--- src/lcr_pkg.sv ---
// package: register map, field layout and reset values of the lane conditioning register bank
package lcr_pkg;
  // ----------------------------------------
  // register offsets
  // ----------------------------------------
  localparam logic [7:0] LCR_ADDR_B0_SWING_LEVEL = 8'h34;
  localparam logic [7:0] LCR_ADDR_B0_SWING_TYPE = 8'h35;
  localparam logic [7:0] LCR_ADDR_A1_IDLE_CTRL = 8'h39;
  localparam logic [7:0] LCR_ADDR_L1_EQ = 8'h3A;
  localparam logic [7:0] LCR_ADDR_A1_SWING_LEVEL = 8'h3B;
  localparam logic [7:0] LCR_ADDR_A1_SWING_TYPE = 8'h3C;
  localparam logic [7:0] LCR_ADDR_L1_IDLE_THRESH = 8'h3D;
  // ----------------------------------------
  // reset values
  // ----------------------------------------
  localparam logic [7:0] LCR_RST_SWING_LEVEL = 8'h03;
  localparam logic [7:0] LCR_RST_SWING_TYPE = 8'h03;
  localparam logic [7:0] LCR_RST_IDLE_CTRL = 8'h00;
  localparam logic [7:0] LCR_RST_EQ = 8'h20;
  localparam logic [7:0] LCR_RST_IDLE_THRESH = 8'h00;
  // ----------------------------------------
  // writable masks; reserved bits read zero
  // ----------------------------------------
  localparam logic [7:0] LCR_MASK_SWING_LEVEL = 8'h7F;
  localparam logic [7:0] LCR_MASK_SWING_TYPE = 8'hFF;
  localparam logic [7:0] LCR_MASK_IDLE_CTRL = 8'h30;
  localparam logic [7:0] LCR_MASK_EQ = 8'h3F;
  localparam logic [7:0] LCR_MASK_IDLE_THRESH = 8'h0F;
  // ----------------------------------------
  // field positions
  // ----------------------------------------
  localparam int LCR_IDLE_AUTO_BIT = 5;
  localparam int LCR_IDLE_FORCE_BIT = 4;
  localparam int LCR_EQ_EN_BIT = 5;
  localparam int LCR_GAIN_HI = 4;
  localparam int LCR_GAIN_LO = 3;
  localparam int LCR_BOOST_HI = 2;
  localparam int LCR_BOOST_LO = 0;
  localparam int LCR_DEASSERT_HI = 3;
  localparam int LCR_DEASSERT_LO = 2;
  localparam int LCR_ASSERT_HI = 1;
  localparam int LCR_ASSERT_LO = 0;
  localparam logic [1:0] LCR_GAIN_STAGES = 2'h3;
  localparam logic [6:0] LCR_SWING_600MV = 7'h03;
  localparam logic [6:0] LCR_SWING_800MV = 7'h07;
  localparam logic [7:0] LCR_RD_UNMAPPED = 8'h00;
endpackage : lcr_pkg

--- src/lcr_if.sv ---
// interface: raw equalizer and idle fields passed to the lane control module, decoded fields passed back from it
`timescale 1ns/1ns
interface lcr_if;
  logic [7:0] eq_raw;
  logic [7:0] idle_raw;
  logic idle_detect;
  logic eq_enable;
  logic eq_bypass;
  logic [1:0] gain_stage_field;
  logic [2:0] boost_field;
  logic [4:0] eq_level;
  logic output_muted;
  logic signal_detect_enable;
  modport bank (output eq_raw, output idle_raw, output idle_detect,
    input eq_enable, input eq_bypass, input gain_stage_field, input boost_field,
    input eq_level, input output_muted, input signal_detect_enable);
  modport lane (input eq_raw, input idle_raw, input idle_detect,
    output eq_enable, output eq_bypass, output gain_stage_field, output boost_field,
    output eq_level, output output_muted, output signal_detect_enable);
endinterface : lcr_if

--- src/lcr_lane_ctrl.sv ---
// lane control: splits equalizer field and resolves idle mode for lane 1 port A
`timescale 1ns/1ns
module lcr_lane_ctrl
  import lcr_pkg::*;
(
  lcr_if.lane lif
);
  // ----------------------------------------
  // equalizer decode
  // ----------------------------------------
  // field split
  assign lif.eq_enable = lif.eq_raw[LCR_EQ_EN_BIT];
  assign lif.gain_stage_field = lif.eq_raw[LCR_GAIN_HI:LCR_GAIN_LO];
  assign lif.boost_field = lif.eq_raw[LCR_BOOST_HI:LCR_BOOST_LO];
  // enabled with zero gain and boost is bypass
  assign lif.eq_bypass = lif.eq_enable && (lif.gain_stage_field == 2'h0) && (lif.boost_field == 3'h0);
  // 24 levels: stage times eight plus boost; stage code 3 folds onto stage 2
  assign lif.eq_level = {(lif.gain_stage_field == LCR_GAIN_STAGES) ? 2'h2 : lif.gain_stage_field,
    lif.boost_field};
  // ----------------------------------------
  // idle mode
  // ----------------------------------------
  // auto bit picks detector or manual bit
  // manual mode: bit 4 mutes, else drive with detect off
  assign lif.output_muted = lif.idle_raw[LCR_IDLE_AUTO_BIT] ? lif.idle_detect
    : lif.idle_raw[LCR_IDLE_FORCE_BIT];
  assign lif.signal_detect_enable = lif.idle_raw[LCR_IDLE_AUTO_BIT];
endmodule : lcr_lane_ctrl

--- src/lcr_regs.sv ---
// register bank for lane 0 port B and lane 1 port A/input conditioning controls
//
// Contract
// - idle bit 5 picks auto idle; when 0, bit 4 decides output state
// - manual mode: bit 4 low drives with detect off, high forces muted idle
// - first swing register: 7-bit level, resets 03 hex 600 mV, 07 hex 800 mV
// - equalizer field: bit 5 enable, bits 4:3 gain stage, bits 2:0 boost
// - equalizer register resets to 20 hex, treated as bypass
// - equalizer offers 24 levels, three stages of eight boosts; 3F hex highest
// - second swing register: full 8-bit type and level, resets 03 hex, read/write
// - idle threshold: bits 3:2 de-assert, bits 1:0 assert, default 00
`timescale 1ns/1ns
module lcr_regs
  import lcr_pkg::*;
(
  input wire logic clk,
  input wire logic reset_n,
  input wire logic wr_en,
  input wire logic rd_en,
  input wire logic [7:0] addr,
  input wire logic [7:0] wr_data,
  output logic [7:0] rd_data,
  input wire logic lane1_idle_detect,
  output logic [6:0] port_b_lane0_output_swing_level,
  output logic [7:0] port_b_lane0_output_swing_type_level,
  output logic [6:0] port_a_lane1_output_swing_level,
  output logic [7:0] port_a_lane1_output_swing_type_level,
  output logic port_a_lane1_output_muted,
  output logic port_a_lane1_signal_detect_enable,
  output logic lane1_input_eq_enable,
  output logic lane1_input_eq_bypass,
  output logic [1:0] lane1_input_gain_stage_field,
  output logic [2:0] lane1_input_boost_field,
  output logic [4:0] lane1_input_eq_level,
  output logic [1:0] lane1_input_deassert_thresh,
  output logic [1:0] lane1_input_assert_thresh
);
  // ----------------------------------------
  // state
  // ----------------------------------------
  typedef struct packed {
    logic [7:0] b0_swing_level;
    logic [7:0] b0_swing_type;
    logic [7:0] a1_idle_ctrl;
    logic [7:0] l1_eq;
    logic [7:0] a1_swing_level;
    logic [7:0] a1_swing_type;
    logic [7:0] l1_idle_thresh;
    logic [7:0] rd_data;
  } lcr_state_t;

  lcr_state_t state_reg;
  lcr_state_t state_next;

  localparam lcr_state_t LCR_STATE_RST = '{
    b0_swing_level: LCR_RST_SWING_LEVEL,
    b0_swing_type: LCR_RST_SWING_TYPE,
    a1_idle_ctrl: LCR_RST_IDLE_CTRL,
    l1_eq: LCR_RST_EQ,
    a1_swing_level: LCR_RST_SWING_LEVEL,
    a1_swing_type: LCR_RST_SWING_TYPE,
    l1_idle_thresh: LCR_RST_IDLE_THRESH,
    rd_data: LCR_RD_UNMAPPED
  };

  // ----------------------------------------
  // read mux
  // ----------------------------------------
  function automatic logic [7:0] lcr_read(input lcr_state_t s, input logic [7:0] a);
    logic [7:0] v;
    v = LCR_RD_UNMAPPED;
    case (a)
      LCR_ADDR_B0_SWING_LEVEL: v = s.b0_swing_level;
      LCR_ADDR_B0_SWING_TYPE: v = s.b0_swing_type;
      LCR_ADDR_A1_IDLE_CTRL: v = s.a1_idle_ctrl;
      LCR_ADDR_L1_EQ: v = s.l1_eq;
      LCR_ADDR_A1_SWING_LEVEL: v = s.a1_swing_level;
      LCR_ADDR_A1_SWING_TYPE: v = s.a1_swing_type;
      LCR_ADDR_L1_IDLE_THRESH: v = s.l1_idle_thresh;
      default: v = LCR_RD_UNMAPPED;
    endcase
    return v;
  endfunction : lcr_read

  // decode of the seven places; anything else must read as zero
  function automatic logic lcr_mapped(input logic [7:0] a);
    logic hit;
    hit = 1'b0;
    case (a)
      LCR_ADDR_B0_SWING_LEVEL, LCR_ADDR_B0_SWING_TYPE: hit = 1'b1;
      LCR_ADDR_A1_IDLE_CTRL, LCR_ADDR_L1_EQ: hit = 1'b1;
      LCR_ADDR_A1_SWING_LEVEL, LCR_ADDR_A1_SWING_TYPE: hit = 1'b1;
      LCR_ADDR_L1_IDLE_THRESH: hit = 1'b1;
      default: hit = 1'b0;
    endcase
    return hit;
  endfunction : lcr_mapped

  // ----------------------------------------
  // next state
  // ----------------------------------------
  always_comb begin
    state_next = state_reg;
    if (wr_en) begin
      case (addr)
        LCR_ADDR_B0_SWING_LEVEL: state_next.b0_swing_level = wr_data & LCR_MASK_SWING_LEVEL;
        LCR_ADDR_B0_SWING_TYPE: state_next.b0_swing_type = wr_data & LCR_MASK_SWING_TYPE;
        LCR_ADDR_A1_IDLE_CTRL: state_next.a1_idle_ctrl = wr_data & LCR_MASK_IDLE_CTRL;
        LCR_ADDR_L1_EQ: state_next.l1_eq = wr_data & LCR_MASK_EQ;
        LCR_ADDR_A1_SWING_LEVEL: state_next.a1_swing_level = wr_data & LCR_MASK_SWING_LEVEL;
        LCR_ADDR_A1_SWING_TYPE: state_next.a1_swing_type = wr_data & LCR_MASK_SWING_TYPE;
        LCR_ADDR_L1_IDLE_THRESH: state_next.l1_idle_thresh = wr_data & LCR_MASK_IDLE_THRESH;
        default: state_next = state_reg;
      endcase
    end
    // read data holds until the next read; unmapped reads give zero
    if (rd_en) begin
      state_next.rd_data = lcr_read(state_reg, addr);
    end
  end

  // swing registers reset to 03 hex
  always_ff @(posedge clk or negedge reset_n) begin
    if (!reset_n) begin
      state_reg <= LCR_STATE_RST;
    end else begin
      state_reg <= state_next;
    end
  end

  // ----------------------------------------
  // lane controls
  // ----------------------------------------
  lcr_if lif ();
  assign lif.eq_raw = state_reg.l1_eq;
  assign lif.idle_raw = state_reg.a1_idle_ctrl;
  assign lif.idle_detect = lane1_idle_detect;

  lcr_lane_ctrl u_lane (
    .lif(lif.lane)
  );

  // stored swing and threshold values drive analog controls directly; idle and equalizer outputs come from lane control
  assign rd_data = state_reg.rd_data;
  assign port_b_lane0_output_swing_level = state_reg.b0_swing_level[6:0];
  assign port_b_lane0_output_swing_type_level = state_reg.b0_swing_type;
  assign port_a_lane1_output_swing_level = state_reg.a1_swing_level[6:0];
  assign port_a_lane1_output_swing_type_level = state_reg.a1_swing_type;
  assign port_a_lane1_output_muted = lif.output_muted;
  assign port_a_lane1_signal_detect_enable = lif.signal_detect_enable;
  assign lane1_input_eq_enable = lif.eq_enable;
  assign lane1_input_eq_bypass = lif.eq_bypass;
  assign lane1_input_gain_stage_field = lif.gain_stage_field;
  assign lane1_input_boost_field = lif.boost_field;
  assign lane1_input_eq_level = lif.eq_level;
  assign lane1_input_deassert_thresh = state_reg.l1_idle_thresh[LCR_DEASSERT_HI:LCR_DEASSERT_LO];
  assign lane1_input_assert_thresh = state_reg.l1_idle_thresh[LCR_ASSERT_HI:LCR_ASSERT_LO];

  // three gain stages of eight boost settings
  localparam logic [4:0] LCR_EQ_LEVELS = 5'h18;
endmodule : lcr_regs

--- config.mk ---
export PLATFORM = sky130hd
export DESIGN_NAME = lcr_regs
export DESIGN_NICKNAME = d
export VERILOG_FILES = /design/src/lcr_pkg.sv /design/src/lcr_if.sv /design/src/lcr_lane_ctrl.sv /design/src/lcr_regs.sv
export SDC_FILE = /design/constraint.sdc
export NUM_CORES = 1
export LEC_CHECK = 0
export BUFFER_PORTS_ARGS = -buffer_cell sky130_fd_sc_hd__buf_2
export CORE_MARGIN = 3
export CORE_UTILIZATION = 44
export DETAILED_ROUTE_END_ITERATION = 10
export GPL_TIMING_DRIVEN = 0
export PLACE_DENSITY = 0.82
export SETUP_SLACK_MARGIN = 0.4
export SKIP_CTS_REPAIR_TIMING = 1
export SYNTH_ARGS = -nofsm -noshare
export SYNTH_HDL_FRONTEND = slang
export SYNTH_SLANG_ARGS = --single-unit
export TNS_END_PERCENT = 5
--- constraint.sdc ---
create_clock -name clk -period 1.5 [get_ports clk]
set_clock_uncertainty 0.1 [all_clocks]
set_input_delay 0.3 -clock clk [delete_from_list [all_inputs] [get_ports clk]]
set_output_delay 0.3 -clock clk [all_outputs]
set_load 0.01 [all_outputs]
Word-level counts from Yosys, hierarchy flattened
Index checks and enable logic that the tools add are counted.
{"block": "totals", "rom_bits": 0, "elab_cells": 31, "n_memories": 0, "latchBits": 0, "ramBits": 0, "regBits": 50}
{"block": "classes", "shifts": 0, "n_reduce_logical": 11, "n_mul": 0, "add_sub_neg": 0, "n_lt_le_gt_ge": 0, "n_mux": 4, "n_eq_ne": 8, "bitwise_logic": 0, "n_div": 0}
{"operator": "equality test 8 x 6 -> 1 bit, second input constant", "n": 7}
{"operator": "case mux 8 bit (7 select lines)", "n": 1}
{"operator": "AND reduction 2 bit", "n": 7}
{"operator": "two-way mux 8 bit", "n": 1}
{"operator": "zero test 3 bit", "n": 1}
{"operator": "equality test 2 bit, second input constant", "n": 1}
{"operator": "logical AND 1 bit", "n": 2}
{"operator": "zero test 2 bit", "n": 1}
{"operator": "two-way mux 2 bit", "n": 1}
{"operator": "two-way mux 1 bit", "n": 1}

Logic depth before layout (Yosys ltp)
Gate-level depths: netlist of run 1.
{"block": "depth", "ltp_word": 3, "ltp_mapped": 6, "mapped_depth_nobuf": 4}

Hierarchy
Synthesis of run 1 repeated with hierarchy kept, for this count alone.
{"block": "unflattened", "cells_unflattened": 179, "area_unflattened_um2": 2434.8}
{"module": "lcr_regs", "n_inst": 1, "cells_per_inst": 164, "area_each_um2": 2318.5, "seq_area_each_um2": 1262.5}
{"module": "lcr_lane_ctrl", "n_inst": 1, "cells_per_inst": 15, "area_each_um2": 116.4, "seq_area_each_um2": 0.0}

Least setup slack after synthesis of run 1
No wires, ideal clock.
{"block": "synth_path", "path_kind": "register to output", "startpoint": "reg state_reg, in the netlist lif.eq_raw[5]", "endpoint": "out lane1_input_eq_bypass", "path_buffers": 0, "required_ns": 1.100, "arrival_time_ns": 1.399, "stages_incl_launch_ff": 3, "path_slack_ns": -0.299, "path_cell_list": "dfstp_2 -> or4b_2 -> nor3_1"}
{"block": "synth_between", "elab_chain_cells": 2}
{"item": "start: declaration", "line": "lcr_regs.sv:52", "source": "lcr_state_t state_reg;"}
{"item": "start signal: assignment", "line": "lcr_regs.sv:127", "source": "state_reg <= state_next;"}
{"item": "logical AND 1 bit (2 in series)", "line": "lcr_lane_ctrl.sv:16", "source": "assign lif.eq_bypass = lif.eq_enable && (lif.gain_stage_field == 2'h0) && (lif.boost_field == 3'h0);"}
{"item": "end: declaration", "line": "lcr_regs.sv:31", "source": "output logic lane1_input_eq_bypass,"}
Every way passes these cells.

Worst setup path after layout of run 1
Ends and elaborated chain as after synthesis.

==> results of run 1 <==
power by group through the flow:
stage               Clock [mW]  Sequential (mW)  Combinational, mW
finish                   0.947             1.47              0.389
global route              1.02             1.48              0.421
CTS                      0.971             1.46              0.334
detailed placement           0             1.48              0.333
global placement             0             1.48              0.323
floorplan                    0             1.50              0.146
area by class of cell:
class	count	area, sq um	area share
plain buffers	10	106.4	0.03198
repair buffers	75	520.5	0.1565
multi-input cells	109	1231	0.3702
flip-flops and latches	50	1267	0.3811
clock inverters	3	40.04	0.01204
inverters	1	3.754	0.001129
clock buffers	5	68.82	0.02069
well taps	70	87.58	0.02634
synthesized netlist by cell type (2+ instances only):
| cell type | instances |
|---|---|
| mux2_4 | 12 |
| and3_1 | 3 |
| buf_4 | 5 |
| dfrtp_1 | 41 |
| nand2_1 | 7 |
| mux2_2 | 32 |
| dfstp_2 | 9 |
| nand2_4 | 2 |
| a22oi_1 | 5 |
| o21ai_0 | 3 |
| mux2i_1 | 5 |
| nor3_1 | 2 |
| nor2b_1 | 8 |
| buf_2 | 2 |
| buf_6 | 2 |
| nor2_1 | 4 |
| mux4_2 | 4 |
| a221o_1 | 6 |
worst min-delay path by stage:
| stage | from | endpoint | cells after the start |
|---|---|---|---|
| 2_1_floorplan | reset_n | lane1_input_assert_thresh[0]$_DFFE_PN0P_ | 0 |
| 3_3_place_gp | rd_data[7]$_DFFE_PN0P_ | rd_data[7]$_DFFE_PN0P_ | 1 |
| 3_5_place_dp | rd_data[7]$_DFFE_PN0P_ | rd_data[7]$_DFFE_PN0P_ | 1 |
| 4_1_cts | wr_data[7] | port_b_lane0_output_swing_type_level[7]$_DFFE_PN0P_ | 2 |
| 5_1_grt | reset_n | rd_data[1]$_DFFE_PN0P_ | 1 |
| 6_report | reset_n | lane1_input_deassert_thresh[1]$_DFFE_PN0P_ | 1 |
layer usage:
metal,global-route usage,share of wire,vias to the layer above
met4,0.05405,0.0057,0
met2,0.3179,0.49,70
met5,0,0,-
met1,0.2562,0.43,914
met3,0.06614,0.080,5
li1,-,-,793
sequential cells by signal (all words and copies together), names as in the netlist:
name	flops
port_b_lane0_output_swing_level	7
port_a_lane1_output_swing_level	7
lif.eq_raw	6
lane1_input_deassert_thresh	2
lane1_input_assert_thresh	2
port_a_lane1_output_swing_type_level	8
rd_data	8
port_b_lane0_output_swing_type_level	8
lif.idle_raw	2
per-stage QoR:
step	area (sq um)	hold slack [ns]	utilization	worst slack [ns]	TNS, ns
after floorplan	2454	-0.09559	-	-0.1203	-0.6743
after CTS	3025	0.1194	0.5776	-0.5806	-0.7419
after detailed placement	2917	0.3740	0.5569	-0.3557	-11.65
after global placement	2917	0.3694	0.5569	-0.3040	-10.00
final	3326	-0.05060	0.6350	-0.5233	-0.6068
after global routing	3326	-0.01482	0.6350	-0.5731	-0.7651
kinds of logic after synthesis:
family / count (synthesis)
buffers and inverters: 11
muxes: 54
and+or+nand+nor: 38
AOI/OAI and AO/OA: 17
DFF: 50
==> flow_metrics.py, run 1 <==
metrics = {
    "run_status": {
        "status": "finished with violations",
        "failed_checks": "negative hold slack, negative setup slack",
    },
    "route": {
        "routed_wl_mm": 6.278,
        "drtIter0Drc": 79,
        "drt_pass1_iterations": 4,
        "avgRoutedWirePerCell_um": 19.44,
        "vias_per_cell": 5.517,
        "ant_nets": 0,
        "routed-via-count": 1782,
        "drc": 0,
    },
    "power_and_ir_drop": {
        "pwr-share-seq": 0.523,
        "p_int_mw": 2.110,
        "power.clock.fraction": 0.338,
        "p_total_mw": 2.803,
        "peakVddDrop_mv": 0.6409,
        "comb_power_share": 0.139,
        "swShare": 0.2471,
        "p_sw_mw": 0.6925,
        "power.density_nw_per_um2": 842.8,
        "leakagePower_nw": 1.699,
    },
    "final_layout": {
        "final_common_cell": "buf_2",
        "n_antenna_cell": 0,
        "stdcell_count": 323,
        "num-nets-final": 273,
        "fill_cells": 404,
        "area_delta_synth_final_pct": 36.80,
        "final_layout_size_suffix_gt1_frac": 0.6719,
        "final_cell_mix": "buf_2 (50), dfrtp_1 (37), mux2_4 (26), buf_6 (26), mux2_2 (18)",
    },
    "critical_path": {
        "cp.required_ns": 1.10,
        "crit_fanout": 4,
        "crit_arrival_ns": 1.62,
        "rr_startpoint": "port_a_lane1_output_swing_level[5]$_DFFE_PN0P_",
        "r2r_slack_ns": -0.01,
        "path_delay_family": "simple AND/OR/NAND/NOR gates",
        "critical_path.cell_chain": "or4b_4, nor3_4, buf_2",
        "slowest_stage": "dfstp_2",
        "cp-start-kind": "register",
        "max_stage_delay_ns": 0.56,
        "startpoint": "lif.eq_raw[5]$_DFFE_PN1P_",
        "cp_num_cells": 3,
        "worstRegToRegCells": 4,
        "critical_path_class": "reg2out",
        "path_buf_inv": 1,
        "reg2reg_to": "rd_data[5]$_DFFE_PN0P_",
        "critPathCapture": "lane1_input_eq_bypass",
        "cp-end-kind": "output pin",
    },
    "grt": {
        "grt_max_degree": 51,
        "antenna_found_initial": 0,
        "grt_first_pass_wirelength_mm": 9.549,
        "gr-total-overflow": 0,
        "grt_pass1_vias": 1857,
        "grtUsageTotal": 0.1981,
    },
    "logic_synthesis": {
        "synth-simple-area-share": 0.1086,
        "syn-cell-area_sq_um": 2431,
        "synth_fa_ha_area_frac": 0,
        "yosysTopAreaCellShare": 0.4220,
        "syn_area_per_cell_sq_um": 14.30,
        "async_flop_share": 1.000,
        "synthesis.nets": 191,
        "ys_ff_latch": 50,
        "synth_mux_area_frac": 0.2846,
        "synth-main-ff-cell": "dfrtp_1",
        "netlist-cell-type-count": 36,
        "ys_warn_count": 0,
        "synth_cells": 170,
        "post-synth-top-area-cell": "dfrtp_1",
        "synth_top_family_by_area": "multiplexers",
        "synth_edf_count": 0,
        "ys_top_cells_by_area": "dfrtp_1 (42%), mux2_2 (15%), dfstp_2 (9.7%)",
        "synth_compound_area_frac": 0.05558,
        "yosys.area_share.xor_xnor": 0,
        "ys_seq_area_frac": 0.5193,
    },
    "timing": {
        "worst_pin_slew_ns": 0.6723,
        "fin_crit_ns": 2.023,
        "max_freq_mhz": 494.2,
        "slew_headroom": 0.5518,
        "fin_ws_ns": -0.5233,
        "finalHoldViolCount": 41,
        "hold_slack_ns": -0.05060,
        "maxSlewViolCount": 0,
        "setup_viol_count_final": 3,
        "rsz0062_at_grt": "yes",
        "fin_crit_sh": 1.349,
    },
    "die": {
        "start_util": 0.4642,
        "core-area_sq_um": 5238,
        "dieArea_sq_um": 6453,
        "fp.dieW_um": 80.33,
        "rows": 26,
        "fp.dieH_um": 80.33,
        "ios": 77,
    },
    "place": {
        "dp_hpwl_mm": 4.351,
        "placedCellCount": 315,
        "io_buffers": 75,
        "place_congestion": 0.8080,
    },
    "cts": {
        "h-tree-depth": 2,
        "cts_root_buf": "clkbuf_8",
        "cts_buffer_depth": 2,
        "cts_buffers": 5,
        "clk_pin_slew_ns": 0.09,
        "insertion_delay_ns": 0.31,
        "cts_tree": "done",
        "cts.sink_count": 50,
    },
    "worst_hold_path": {
        "hp-class": "in2async",
    },
    "job": {
        "maxCapViolCount": 0,
    },
}
No activity file was read; power rests on OpenSTA's default activity.
==> inputs of run 2 (changes only) <==
--- a/config.mk
+++ b/config.mk
@@ -6,7 +6,6 @@
 export NUM_CORES = 1
 export LEC_CHECK = 0
 export BUFFER_PORTS_ARGS = -buffer_cell sky130_fd_sc_hd__buf_2
-export CORE_MARGIN = 3
 export CORE_UTILIZATION = 44
 export DETAILED_ROUTE_END_ITERATION = 10
 export GPL_TIMING_DRIVEN = 0
==> flow_metrics.py, run 2 (synthesis results as in run 1) <==
metrics = {
    "timing": {
        "worst_pin_slew_ns": 0.6606,
        "max_freq_mhz": 493.8,
        "setup_viol_count_final": 2,
        "fin_crit_ns": 2.025,
        "rsz0062_at_grt": "yes",
        "hold_slack_ns": -0.05780,
        "fin_crit_sh": 1.350,
        "fin_ws_ns": -0.5250,
        "finalHoldViolCount": 41,
        "slew_headroom": 0.5596,
        "maxSlewViolCount": 0,
    },
    "place": {
        "place_congestion": 0.7861,
        "post_dp_cell_area_sq_um": 2917,
        "io_buffers": 75,
        "dp_hpwl_mm": 4.070,
        "placedCellCount": 315,
    },
    "route": {
        "routed-via-count": 1773,
        "drtIter0Drc": 90,
        "ant_nets": 0,
        "drt_pass1_iterations": 4,
        "avgRoutedWirePerCell_um": 18.69,
        "drc": 0,
        "vias_per_cell": 5.472,
        "routed_wl_mm": 6.055,
    },
    "cts": {
        "insertion_delay_ns": 0.30,
        "h-tree-depth": 2,
        "clk_pin_slew_ns": 0.09,
        "cts_root_buf": "clkbuf_8",
        "cts_buffer_depth": 2,
        "cts.sink_count": 50,
        "cts_tree": "done",
        "cts_buffers": 5,
    },
    "die": {
        "dieArea_sq_um": 5826,
        "rows": 26,
        "fp.dieH_um": 76.33,
        "ios": 77,
        "core-area_sq_um": 5205,
        "fp.dieW_um": 76.33,
        "start_util": 0.4671,
    },
    "final_layout": {
        "final_util": 0.6445,
        "stdcell_count": 324,
        "fill_cells": 390,
        "n_antenna_cell": 0,
        "final_layout_size_suffix_gt1_frac": 0.6772,
        "num-nets-final": 274,
        "stdcell_area_sq_um": 3354,
        "area_delta_synth_final_pct": 37.98,
        "final_common_cell": "buf_2",
        "final_cell_mix": "buf_2 (57), mux2_4 (38), dfrtp_1 (37)",
    },
    "grt": {
        "gr-total-overflow": 0,
        "grt_pass1_vias": 1732,
        "grtUsageTotal": 0.1997,
        "grt_max_degree": 51,
        "antenna_found_initial": 0,
        "grt_first_pass_wirelength_mm": 8.970,
    },
    "critical_path": {
        "critical_path.cell_chain": "or4b_4, nor3_4, buf_2",
        "cp-start-kind": "register",
        "cp.required_ns": 1.10,
        "crit_fanout": 4,
        "slowest_stage": "dfstp_2",
        "critical_path_class": "reg2out",
        "max_stage_delay_ns": 0.56,
        "crit_arrival_ns": 1.63,
        "cp-end-kind": "output pin",
    },
    "power_and_ir_drop": {
        "swShare": 0.2571,
        "leakagePower_nw": 1.731,
        "comb_power_share": 0.153,
        "p_sw_mw": 0.6757,
        "p_total_mw": 2.628,
        "p_int_mw": 1.952,
        "peakVddDrop_mv": 0.4285,
        "power.density_nw_per_um2": 783.4,
        "power.clock.fraction": 0.288,
        "pwr-share-seq": 0.558,
    },
    "worst_hold_path": {
        "hp-class": "in2async",
    },
    "job": {
        "maxCapViolCount": 0,
    },
    "run_status": {
        "status": "finished with violations",
        "failed_checks": "negative hold slack, negative setup slack",
    },
}
==> run 2: path summary, 6_finish.rpt <==
path	startpoint	to	slack [ns]	cells past startpoint
max in group asynchronous	reset_n	lif.eq_raw[4]$_DFFE_PN0P_	0.88	1
worst min register to register	rd_data[6]$_DFFE_PN0P_	rd_data[6]$_DFFE_PN0P_	0.41	2
min in group clk	wr_data[7]	port_b_lane0_output_swing_type_level[7]$_DFFE_PN0P_	0.15	2
worst max register to register	port_a_lane1_output_swing_level[5]$_DFFE_PN0P_	rd_data[5]$_DFFE_PN0P_	0	4
worst max-delay path	lif.eq_raw[5]$_DFFE_PN1P_	lane1_input_eq_bypass	-0.53	3
worst min-delay path	reset_n	lane1_input_assert_thresh[1]$_DFFE_PN0P_	-0.06	1
==> run 2: worst max-delay path: cells and delay by family (launching register included) <==
| family | cells | cell delay (ns) |
|---|---|---|
| flip-flops | 1 | 0.56 |
| AND/OR/NAND/NOR | 2 | 0.62 |
| buffers and inverters | 1 | 0.15 |
==> run 2: power groups by stage <==
stage / registers (mW) / clock network [mW] / logic [mW]
2_1_floorplan: 1.50 / 0 / 0.146
3_3_place_gp: 1.48 / 0 / 0.322
3_5_place_dp: 1.48 / 0 / 0.329
4_1_cts: 1.46 / 0.765 / 0.330
5_1_grt: 1.48 / 0.809 / 0.429
6_report: 1.47 / 0.758 / 0.403
==> run 2: metal layers <==
layer | vias up | share of wire | track usage
li1 | 796 | - | -
met1 | 893 | 0.45 | 0.2759
met2 | 72 | 0.48 | 0.3126
met3 | 12 | 0.046 | 0.03473
met4 | 0 | 0.021 | 0.08077
met5 | - | 0 | 0
==> run 2: stage by stage <==
step | worst slack [ns] | setup TNS (ns)
6_report | -0.5250 | -0.5822
5_1_grt | -0.5672 | -0.8444
4_1_cts | -0.5746 | -0.6590
3_5_place_dp | -0.3146 | -10.73
3_3_place_gp | -0.2918 | -9.882
2_1_floorplan | -0.1203 | -0.6743
==> run 2: final cells by class <==
| type | count | area, sq um | share of cell area |
|---|---|---|---|
| inverters | 1 | 3.754 | 0.001119 |
| repair buffers | 76 | 498.0 | 0.1485 |
| flip-flops and latches | 50 | 1267 | 0.3778 |
| multi-input cells | 109 | 1315 | 0.3920 |
| clock inverters | 2 | 10.01 | 0.002984 |
| clock buffers | 6 | 72.57 | 0.02163 |
| well taps | 70 | 87.58 | 0.02611 |
| plain buffers | 10 | 100.1 | 0.02984 |
==> inputs of run 3 (changes only) <==
--- a/config.mk
+++ b/config.mk
@@ -9,9 +9,11 @@
 export CORE_UTILIZATION = 44
 export DETAILED_ROUTE_END_ITERATION = 10
 export GPL_TIMING_DRIVEN = 0
-export PLACE_DENSITY = 0.82
+export PLACE_DENSITY = 0.8
 export SETUP_SLACK_MARGIN = 0.4
 export SKIP_CTS_REPAIR_TIMING = 1
+export SKIP_LAST_GASP = 1
+export SLEW_MARGIN = 10
 export SYNTH_ARGS = -nofsm -noshare
 export SYNTH_HDL_FRONTEND = slang
 export SYNTH_SLANG_ARGS = --single-unit
==> constraint.sdc (replaced) <==
create_clock -name clk -period 2 [get_ports clk]
set_clock_uncertainty 0.1 [all_clocks]
set_input_delay 0.4 -clock clk [delete_from_list [all_inputs] [get_ports clk]]
set_output_delay 0.4 -clock clk [all_outputs]
set_load 0.01 [all_outputs]
==> flow_metrics.py, run 3 (synthesis results as in run 1) <==
metrics = {
    "run_status": {
        "status": "finished with violations",
        "failed_checks": "negative hold slack, negative setup slack",
    },
    "timing": {
        "rsz0062_at_grt": "yes",
        "fin_ws_ns": -0.08895,
        "worst_pin_slew_ns": 0.6481,
        "finalSetupTns_ns": -0.08895,
        "fin_crit_sh": 1.044,
        "hold_slack_ns": -0.01651,
        "setup_viol_count_final": 1,
        "fin_crit_ns": 2.089,
        "max_freq_mhz": 478.7,
        "finalHoldViolCount": 18,
        "maxSlewViolCount": 0,
        "slew_headroom": 0.5646,
    },
    "critical_path": {
        "critical_path_class": "reg2out",
        "critical_path.cell_chain": "or4b_4, nor3_4, buf_2",
        "max_stage_delay_ns": 0.56,
        "cp-start-kind": "register",
        "cp-end-kind": "output pin",
        "r2r_slack_ns": 0.39,
        "startpoint": "lif.eq_raw[0]$_DFFE_PN0P_",
        "path_delay_family": "simple AND/OR/NAND/NOR gates",
        "cp.required_ns": 1.50,
        "rr_startpoint": "lif.eq_raw[5]$_DFFE_PN1P_",
        "slowest_stage": "or4b_4",
        "crit_arrival_ns": 1.59,
        "crit_fanout": 5,
        "path_buf_inv": 1,
    },
    "final_layout": {
        "stdcell_area_sq_um": 3080,
        "final_util": 0.5918,
        "final_common_cell": "buf_2",
        "stdcell_count": 325,
        "area_delta_synth_final_pct": 26.71,
        "num-nets-final": 275,
        "n_antenna_cell": 0,
        "final_cell_mix": "buf_2 (77), dfrtp_1 (40), mux2_2 (32)",
        "final_layout_size_suffix_gt1_frac": 0.6275,
    },
    "power_and_ir_drop": {
        "p_total_mw": 2.206,
        "p_int_mw": 1.715,
        "pwr-share-seq": 0.496,
        "power.clock.fraction": 0.390,
        "peakVddDrop_mv": 0.3741,
        "swShare": 0.2226,
        "comb_power_share": 0.115,
        "leakagePower_nw": 1.676,
        "power.density_nw_per_um2": 716.0,
        "p_sw_mw": 0.4909,
    },
    "place": {
        "place_congestion": 0.7356,
        "post-place-ws_ns": -0.06158,
        "io_buffers": 75,
        "post_dp_cell_area_sq_um": 2909,
        "placedCellCount": 315,
        "dp_hpwl_mm": 4.174,
    },
    "cts": {
        "cts_root_buf": "clkbuf_8",
        "cts_buffer_depth": 2,
        "cts_tree": "done",
        "clk_pin_slew_ns": 0.09,
        "h-tree-depth": 2,
        "cts.sink_count": 50,
        "cts_buffers": 5,
        "insertion_delay_ns": 0.30,
    },
    "grt": {
        "grt_max_degree": 51,
        "antenna_found_initial": 0,
        "gr-total-overflow": 0,
        "grt_pass1_vias": 1753,
        "grt_first_pass_wirelength_mm": 9.204,
        "grtUsageTotal": 0.2071,
    },
    "route": {
        "routed_wl_mm": 5.867,
        "drt_pass1_iterations": 4,
        "routed-via-count": 1777,
        "ant_nets": 0,
        "drc": 0,
        "avgRoutedWirePerCell_um": 18.05,
        "drtIter0Drc": 86,
        "vias_per_cell": 5.468,
    },
    "die": {
        "fp.dieW_um": 76.33,
        "dieArea_sq_um": 5826,
        "fp.dieH_um": 76.33,
        "ios": 77,
        "core-area_sq_um": 5205,
        "rows": 26,
        "start_util": 0.4671,
    },
    "worst_hold_path": {
        "hp-class": "in2async",
    },
    "job": {
        "maxCapViolCount": 0,
    },
}
[run 3: cell count changes in the layout (fill, tap and decap cells not counted), sizes merged]
cell / change
buf: +3
bufinv: +2
clkbuf: -2
clkinv: -2
[run 3: final cells by class]
class	instances	area (sq um)
Buffer	10	73.82
Clock buffer	6	82.58
Clock inverter	2	60.06
Fill cell	445	2125
Inverter	1	3.754
Multi-Input combinational cell	109	1106
Sequential cell	50	1264
Tap cell	70	87.58
Timing Repair Buffer	77	402.9
[run 3: metal layers]
| metal | wire, um | track usage |
|---|---|---|
| met1 | 2657 | 0.2855 |
| met2 | 2848 | 0.3234 |
| met3 | 284 | 0.03952 |
| met4 | 76 | 0.08077 |
| met5 | 0 | 0 |
[run 3: final timing paths]
check,endpoint,cells after the start
max reg2reg,rd_data[5]$_DFFE_PN0P_,5
min reg2reg,rd_data[7]$_DFFE_PN0P_,1
min in group clk,port_a_lane1_output_swing_type_level[7]$_DFFE_PN0P_,2
max in group asynchronous,port_a_lane1_output_swing_type_level[0]$_DFFE_PN1P_,2
max,lane1_input_eq_bypass,3
min,port_b_lane0_output_swing_type_level[3]$_DFFE_PN0P_,1
[run 3: power groups by stage]
stage,sequential [mW],clock [mW],combinational [mW]
floorplan,1.13,0,0.109
global placement,1.11,0,0.241
detailed placement,1.11,0,0.247
CTS,1.09,0.870,0.248
global route,1.10,0.905,0.273
finish,1.09,0.859,0.253
